### config.mk
export PLATFORM = sky130hd
export DESIGN_NAME = cidrx_ctrl
export DESIGN_NICKNAME = d
export VERILOG_FILES = /design/src/rtl/cidrx_pkg.sv /design/src/rtl/cidrx_ctrl.sv
export SDC_FILE = /design/constraint.sdc
export NUM_CORES = 1
export LEC_CHECK = 0
export BUFFER_PORTS_ARGS = -buffer_cell sky130_fd_sc_hd__buf_2
export CAP_MARGIN = 20
export CORE_ASPECT_RATIO = 1.75
export CORE_MARGIN = 8
export CORE_UTILIZATION = 60
export DETAILED_ROUTE_END_ITERATION = 8
export GPL_ROUTABILITY_DRIVEN = 1
export GPL_TIMING_DRIVEN = 0
export PLACE_DENSITY = 0.88
export SYNTH_ARGS = -nofsm -noshare
export SYNTH_HDL_FRONTEND = slang
export SYNTH_SLANG_ARGS = --single-unit
### constraint.sdc
create_clock -name clk_sys -period 5 [get_ports clk_sys]
set_input_delay 1 -clock clk_sys [delete_from_list [all_inputs] [get_ports clk_sys]]
set_output_delay 1 -clock clk_sys [all_outputs]
set_load 0.01 [all_outputs]
### src/rtl/cidrx_pkg.sv
// Shared constants and state carriers for the caller-id receiver control logic
package cidrx_pkg;

    // System clock
    localparam int unsigned CLK_HZ         = 50_000_000;
    localparam int unsigned CLK_PER_MS     = CLK_HZ / 1000;

    // Counter width, wide enough for the longest timing count
    localparam int unsigned CNT_W          = 24;

    // Printed times
    localparam int unsigned T_OSC_START_MS = 2;
    localparam int unsigned T_SETUP_MS     = 15;
    localparam int unsigned T_ACQ_MS       = 14;
    localparam int unsigned T_HOLD_MS      = 8;
    localparam int unsigned T_RESET_US     = 10;

    // Demodulated stream
    localparam int unsigned BAUD_BPS       = 1200;
    localparam int unsigned MARK_HZ        = 1200;
    localparam int unsigned SPACE_HZ       = 2200;
    localparam logic        MARK_LEVEL     = 1'b1;
    localparam logic        SPACE_LEVEL    = 1'b0;
    localparam int unsigned MARK_QUAL_BITS = 10;

    // Derived cycle counts: typical figures truncate, least figures round up
    localparam int unsigned OSC_START_CYC  = T_OSC_START_MS * CLK_PER_MS;
    localparam int unsigned ACQ_CYC        = T_ACQ_MS * CLK_PER_MS;
    localparam int unsigned HOLD_CYC       = T_HOLD_MS * CLK_PER_MS;
    localparam int unsigned BIT_CYC        = (CLK_HZ + BAUD_BPS - 1) / BAUD_BPS;
    localparam int unsigned MARK_QUAL_CYC  = MARK_QUAL_BITS * BIT_CYC;

    // Divider ratios presented to the oscillator divider; values are plain defaults
    localparam logic [7:0]  DIV_CRYSTAL    = 8'h08;
    localparam logic [7:0]  DIV_RESONATOR  = 8'h01;

    // Power modes
    typedef enum logic [1:0] {
        MODE_STANDBY,
        MODE_RING_CHECK,
        MODE_OSC_START,
        MODE_ACTIVE
    } cidrx_mode_type;

    // Open-drain pin drive
    typedef struct packed {
        logic o;
        logic oe;
    } cidrx_od_type;

    // Whole state of the control block
    typedef struct packed {
        cidrx_mode_type   mode;
        logic [CNT_W-1:0] osc_cnt;
        logic [CNT_W-1:0] acq_cnt;
        logic [CNT_W-1:0] rel_cnt;
        logic [CNT_W-1:0] mark_cnt;
        logic             ring_valid;
        logic             car_valid;
        logic             validated;
        logic             unf;
        logic             val;
        logic [7:0]       div_ratio;
    } cidrx_state_type;

    localparam cidrx_state_type STATE_RESET = '{
        mode:       MODE_STANDBY,
        osc_cnt:    '0,
        acq_cnt:    '0,
        rel_cnt:    '0,
        mark_cnt:   '0,
        ring_valid: 1'b0,
        car_valid:  1'b0,
        validated:  1'b0,
        unf:        1'b1,
        val:        1'b1,
        div_ratio:  DIV_RESONATOR
    };

endpackage

### src/rtl/cidrx_ctrl.sv
// Power, ring, carrier and data-gating control of the caller-id receiver
// Overview of operation
// - Wake request low enters active mode
// - Wake high and ring timer high: standby
// - Range select picks crystal or resonator divider
// - Ring-valid low while valid ringing persists
// - Carrier-valid low while carrier stays valid
// - Carrier release delayed by 8 ms hysteresis
// - Raw data passes only while carrier valid
// - Raw data includes seizure and mark period
// - Validated data only after mark-run validation
// - Ring timer low wakes ring judging only
// - Primary ring energy enables oscillator, ring logic
// - Carrier acquired in 14 ms, held 8 ms
// - Stream 1200 bps, mark one, space zero
`timescale 1ns/1ps

module cidrx_ctrl #(
    parameter logic [23:0] OSC_START_CYC = 24'(cidrx_pkg::OSC_START_CYC),
    parameter logic [23:0] ACQ_CYC       = 24'(cidrx_pkg::ACQ_CYC),
    parameter logic [23:0] HOLD_CYC      = 24'(cidrx_pkg::HOLD_CYC),
    parameter logic [23:0] MARK_QUAL_CYC = 24'(cidrx_pkg::MARK_QUAL_CYC)
) (
    // Clock and reset
    input  wire logic                 clk_sys,
    input  wire logic                 srst,
    // Power control pins
    input  wire logic                 wake_request_n,
    input  wire logic                 ring_timer_node,
    input  wire logic                 osc_range_sel,
    // Ring sensing
    input  wire logic                 ring_sense_primary,
    input  wire logic                 ring_sense_precise,
    // From the analog demodulator
    input  wire logic                 demod_bit,
    input  wire logic                 carrier_present,
    // Open-drain indications
    output cidrx_pkg::cidrx_od_type   ring_valid_n,
    output cidrx_pkg::cidrx_od_type   carrier_valid_n,
    // Serial data
    output logic                      demod_unfiltered,
    output logic                      demod_validated,
    // Power and clock status
    output logic                      osc_enable,
    output logic                      ring_logic_enable,
    output logic                      receiver_active,
    output logic [7:0]                osc_div_ratio
);

    cidrx_pkg::cidrx_state_type st;
    cidrx_pkg::cidrx_state_type next_st;

    logic ring_en;
    logic active_now;

    // Saturating-at-limit match used by every timing counter
    function automatic logic at_limit(input logic [23:0] cnt, input logic [23:0] lim);
        at_limit = (cnt >= lim - 24'h000001);
    endfunction

    // Ring judging needs only the ring timer or primary energy, not the full receiver
    assign ring_en = (st.mode != cidrx_pkg::MODE_STANDBY) || ring_sense_primary;
    assign active_now = (st.mode == cidrx_pkg::MODE_ACTIVE);

    always_comb begin
        next_st = st;

        // Power mode sequencing
        case (st.mode)
            cidrx_pkg::MODE_STANDBY,
            cidrx_pkg::MODE_RING_CHECK: begin
                next_st.osc_cnt = '0;
                if (!wake_request_n) begin
                    next_st.mode = cidrx_pkg::MODE_OSC_START;
                end else if (!ring_timer_node) begin
                    next_st.mode = cidrx_pkg::MODE_RING_CHECK;
                end else begin
                    next_st.mode = cidrx_pkg::MODE_STANDBY;
                end
            end
            cidrx_pkg::MODE_OSC_START: begin
                if (wake_request_n) begin
                    next_st.osc_cnt = '0;
                    next_st.mode = ring_timer_node ? cidrx_pkg::MODE_STANDBY
                                                   : cidrx_pkg::MODE_RING_CHECK;
                end else if (at_limit(st.osc_cnt, OSC_START_CYC)) begin
                    next_st.mode = cidrx_pkg::MODE_ACTIVE;
                end else begin
                    next_st.osc_cnt = st.osc_cnt + 24'h000001;
                end
            end
            cidrx_pkg::MODE_ACTIVE: begin
                if (wake_request_n) begin
                    next_st.osc_cnt = '0;
                    next_st.mode = ring_timer_node ? cidrx_pkg::MODE_STANDBY
                                                   : cidrx_pkg::MODE_RING_CHECK;
                end
            end
            default: begin
                next_st.mode = cidrx_pkg::MODE_STANDBY;
            end
        endcase

        // Divider follows the range pin continuously
        next_st.div_ratio = osc_range_sel ? cidrx_pkg::DIV_CRYSTAL
                                          : cidrx_pkg::DIV_RESONATOR;

        // Ring indication tracks the precise detector while ring logic is awake
        next_st.ring_valid = ring_en && ring_sense_precise;

        // Carrier qualification only runs in the full receiver
        if (!active_now) begin
            next_st.acq_cnt   = '0;
            next_st.rel_cnt   = '0;
            next_st.car_valid = 1'b0;
        end else if (carrier_present) begin
            next_st.rel_cnt = '0;
            if (!st.car_valid) begin
                if (at_limit(st.acq_cnt, ACQ_CYC)) begin
                    next_st.car_valid = 1'b1;
                    next_st.acq_cnt   = '0;
                end else begin
                    next_st.acq_cnt = st.acq_cnt + 24'h000001;
                end
            end
        end else begin
            next_st.acq_cnt = '0;
            if (st.car_valid) begin
                // A short dropout keeps the indication; only a full hold time without carrier releases
                if (at_limit(st.rel_cnt, HOLD_CYC)) begin
                    next_st.car_valid = 1'b0;
                    next_st.rel_cnt   = '0;
                end else begin
                    next_st.rel_cnt = st.rel_cnt + 24'h000001;
                end
            end
        end

        // Validation: a mark run longer than any seizure bit ends the alternating pattern
        if (!next_st.car_valid) begin
            next_st.validated = 1'b0;
            next_st.mark_cnt  = '0;
        end else if (!st.validated) begin
            if (demod_bit == cidrx_pkg::MARK_LEVEL) begin
                if (at_limit(st.mark_cnt, MARK_QUAL_CYC)) begin
                    next_st.validated = 1'b1;
                end else begin
                    next_st.mark_cnt = st.mark_cnt + 24'h000001;
                end
            end else begin
                next_st.mark_cnt = '0;
            end
        end

        // Output gating; space reaches the pins as zero, idle as mark
        next_st.unf = next_st.car_valid ? demod_bit : cidrx_pkg::MARK_LEVEL;
        next_st.val = (next_st.car_valid && next_st.validated) ? demod_bit
                                                               : cidrx_pkg::MARK_LEVEL;
    end

    always_ff @(posedge clk_sys) begin
        if (srst) begin
            st <= cidrx_pkg::STATE_RESET;
        end else begin
            st <= next_st;
        end
    end

    // Open-drain: only ever pull low, release otherwise
    assign ring_valid_n.o     = 1'b0;
    assign ring_valid_n.oe    = st.ring_valid;
    assign carrier_valid_n.o  = 1'b0;
    assign carrier_valid_n.oe = st.car_valid;

    assign demod_unfiltered  = st.unf;
    assign demod_validated   = st.val;
    assign osc_enable        = ring_en;
    assign ring_logic_enable = ring_en;
    assign receiver_active   = active_now;
    assign osc_div_ratio     = st.div_ratio;
endmodule

==> results.py <==
metrics = {
    "clocking": {
        "cts_buffer_depth": 2,
        "cts_num_sinks": 105,
        "path_clk_slew_ns": 0.07,
        "cts_resized": 0,
        "clock-root-buffer": "clkbuf_16",
        "clk-insertion-delay-late_ns": 0.35,
        "cts_tree": "done",
        "cts_hold_buf": 0,
        "cts_setup_buffers": 0,
        "cts-htree-levels": 3,
        "numCtsBuffers": 9,
    },
    "timing": {
        "min_period_ns": 2.86,
        "rsz0062_at_grt": "no",
        "relSlewSlack": 0.564,
        "fin_skew_ns": 0.00484,
        "fin_hold_ws_ns": 0.444,
        "setup_viol": 0,
        "fin_crit_sh": 0.572,
        "max_freq_mhz": 350,
        "maxSlewViolCount": 0,
        "worst_slew_pin_slew_ns": 0.648,
        "hold_violations": 0,
        "setup_tns_ns": 0,
    },
    "floorplanning": {
        "die_area_sq_um": 11700,
        "coreArea_sq_um": 8260,
        "start_util": 0.611,
        "core.rowCount": 44,
        "chipHeight_microns": 137,
        "io_pins": 26,
        "die_w_microns": 85.3,
    },
    "setup_path": {
        "arrival_ns": 3.11,
        "slowest_delay_ns": 0.39,
        "crit_buf_inv": 3,
        "crit_slowest_cell": "a311o_1",
        "path_max_fanout": 10,
        "crit_path_cell_trace": "buf_2, clkinv_1, a311o_1, a211oi_1, o41a_1, buf_2, a41oi_1, a311oi_1",
        "path_common_cell": "buf_2",
        "required_ns": 5.25,
        "r2r-end": "st[42]",
        "worst_setup_path_start_kind": "flop",
        "path_class": "flop to flop",
        "critPathCaptureType": "flop",
        "r2r_cells": 8,
        "crit_family": "compound AO/OA/AOI/OAI gates",
        "worstReg2RegStart": "carrier_valid_n[0]",
        "r2r_setup_slack_ns": 2.14,
    },
    "yosys": {
        "synth_compound_area_frac": 0.186,
        "synthFlopType": "dfxtp_1",
        "synth_top_family_by_area": "simple AND/OR/NAND/NOR gates",
        "synthCells": 580,
        "ys_seq_area_frac": 0.417,
        "async_reset_ff_frac": 0,
        "yosys.area_share.adder": 0.0149,
        "synth_top_cell_by_area": "dfxtp_1",
        "ys_top_cells_by_area": "dfxtp_1 42%, nor2_1 4.7%, xor2_1 4.3%",
        "synth_cell_type_count": 65,
        "yosys_warnings": 0,
        "synth_edf_count": 0,
        "synth-simple-area-share": 0.267,
        "synth_top_area_frac": 0.417,
        "ys_ff_latch": 105,
        "yosys.area_share.xor_xnor": 0.0504,
        "synth.avg_cell_area_sq_um": 8.70,
        "syn-cell-area_sq_um": 5040,
        "muxShareOfSynthArea": 0.00595,
    },
    "layout": {
        "fin_area_sq_um": 5540,
        "antenna_cells": 0,
        "area_growth_pct": 9.92,
        "fin_nets": 630,
        "seq_area_sq_um": 2100,
        "finish.utilization": 0.671,
        "layout_common_cells": "105 x dfxtp_1, 63 x nor2_1, 44 x nand2_1, 27 x a21oi_1, 26 x and3_1",
        "multi_input_area_sq_um": 2680,
        "layout_commonest_cell": "dfxtp_1",
        "nFillCells": 658,
        "drive_gt1_frac": 0.110,
        "fin_cells": 712,
    },
    "grt": {
        "grtUsageTotal": 0.208,
        "grt_pass1_wl_mm": 19.8,
        "grt_pass1_vias": 4468,
        "grt_start_max_net_pins": 17,
        "overflow": 0,
        "antenna_found_initial": 0,
    },
    "placed_design": {
        "gp_congestion": 0.934,
        "post-dp-hpwl_mm": 8.46,
        "place_area_sq_um": 5270,
        "port_buffers": 17,
        "placed_cells": 696,
    },
    "job": {
        "drv_cap": 0,
    },
    "min_path": {
        "min_path_cells": 1,
        "worstHoldPathType": "flop to flop",
        "hp-start": "st[10]",
        "min_to": "demod_validated",
    },
    "drt": {
        "ant_nets": 0,
        "wl_per_cell_microns": 16.5,
        "num_vias": 4547,
        "dr.first_iter.drc_count": 317,
        "vias_per_cell": 6.39,
        "drt_drc_violations_left": 0,
        "drt_pass1_iterations": 5,
        "postRouteWirelength_mm": 11.7,
    },
    "power_and_ir_drop": {
        "power_density_nw_per_um2": 277,
        "leakagePower_nw": 2.04,
        "irDropWorstVdd_v": 0.000212,
    },
    "run_status": {
        "status": "complete, no violations",
    },
}
[metrics by stage]
stage          power (mW)  setup WS, ns
2_1_floorplan       0.884          2.46
3_3_place_gp        0.895          2.30
3_5_place_dp        0.896          2.23
4_1_cts              1.54          2.21
5_1_grt              1.59          1.99
6_report             1.54          2.14
[sequential cells by signal (all words and copies together), names as in the netlist]
| signal | count |
|---|---|
| carrier_valid_n | 1 |
| demod_unfiltered | 1 |
| demod_validated | 1 |
| osc_div_ratio | 2 |
| ring_valid_n | 1 |
| st | 99 |
[per-layer routing]
layer,track usage,part of all wire,wire length (microns),vias to the layer above
met3,0.0448,0.045,527,36
li1,-,-,-,2180
met2,0.385,0.54,6310,153
met5,0,0,0,-
met1,0.208,0.39,4530,2178
met4,0.121,0.030,352,0
[synthesized netlist by cell type, drive strengths merged (5+ instances only)]
cell    number
a21o        10
nor2        63
nand4       21
nand3       25
ha           6
a211oi       6
inv         17
nor3b        8
o21a         9
and2         8
o211ai       6
a311oi      17
o21ai       28
buf         22
or3          7
xor2        25
or4          5
nand2b       7
clkbuf      11
dfxtp      105
nor3        17
nand2       44
and3        26
a21oi       27
nor4         6
[worst reg2reg max path: stages, from the launching register on]
cell	delay, ns
dfxtp_1	0.34
buf_2	0.24
clkinv_1	0.35
a311o_1	0.39
a211oi_1	0.32
o41a_1	0.39
buf_2	0.28
a41oi_1	0.16
a311oi_1	0.29
[logic make-up after synthesis]
family	after synthesis
DFF	105
AOI/OAI and AO/OA	130
other	1
buffers and inverters	52
muxes	3
adders and majority gates	6
xor gates and xnor gates	29
and+or+nand+nor	254
[layout make-up]
cell class / count / share of cell area
Multi-Input combinational cell: 430 / 0.483
Sequential cell: 105 / 0.379
Buffer: 34 / 0.0406
Timing Repair Buffer: 17 / 0.0153
Clock inverter: 5 / 0.00564
Inverter: 18 / 0.0122
Tap cell: 92 / 0.0208
Clock buffer: 11 / 0.0438
[worst max path at each step]
stage | from | end | cells past startpoint
after floorplan | ring_sense_primary | ring_logic_enable | 2
after global placement | carrier_valid_n[0] | st[42] | 8
after detailed placement | carrier_valid_n[0] | st[42] | 8
after CTS | carrier_valid_n[0] | st[46] | 8
after global routing | carrier_valid_n[0] | st[46] | 8
final | carrier_valid_n[0] | st[42] | 8
[report_power, final]
| part | switching (mW) | internal [mW] |
|---|---|---|
| clock network | 0.311 | 0.350 |
| registers | 0.00195 | 0.838 |
| logic | 0.0188 | 0.0178 |
Note: power is estimated with default switching activity, not from simulation.
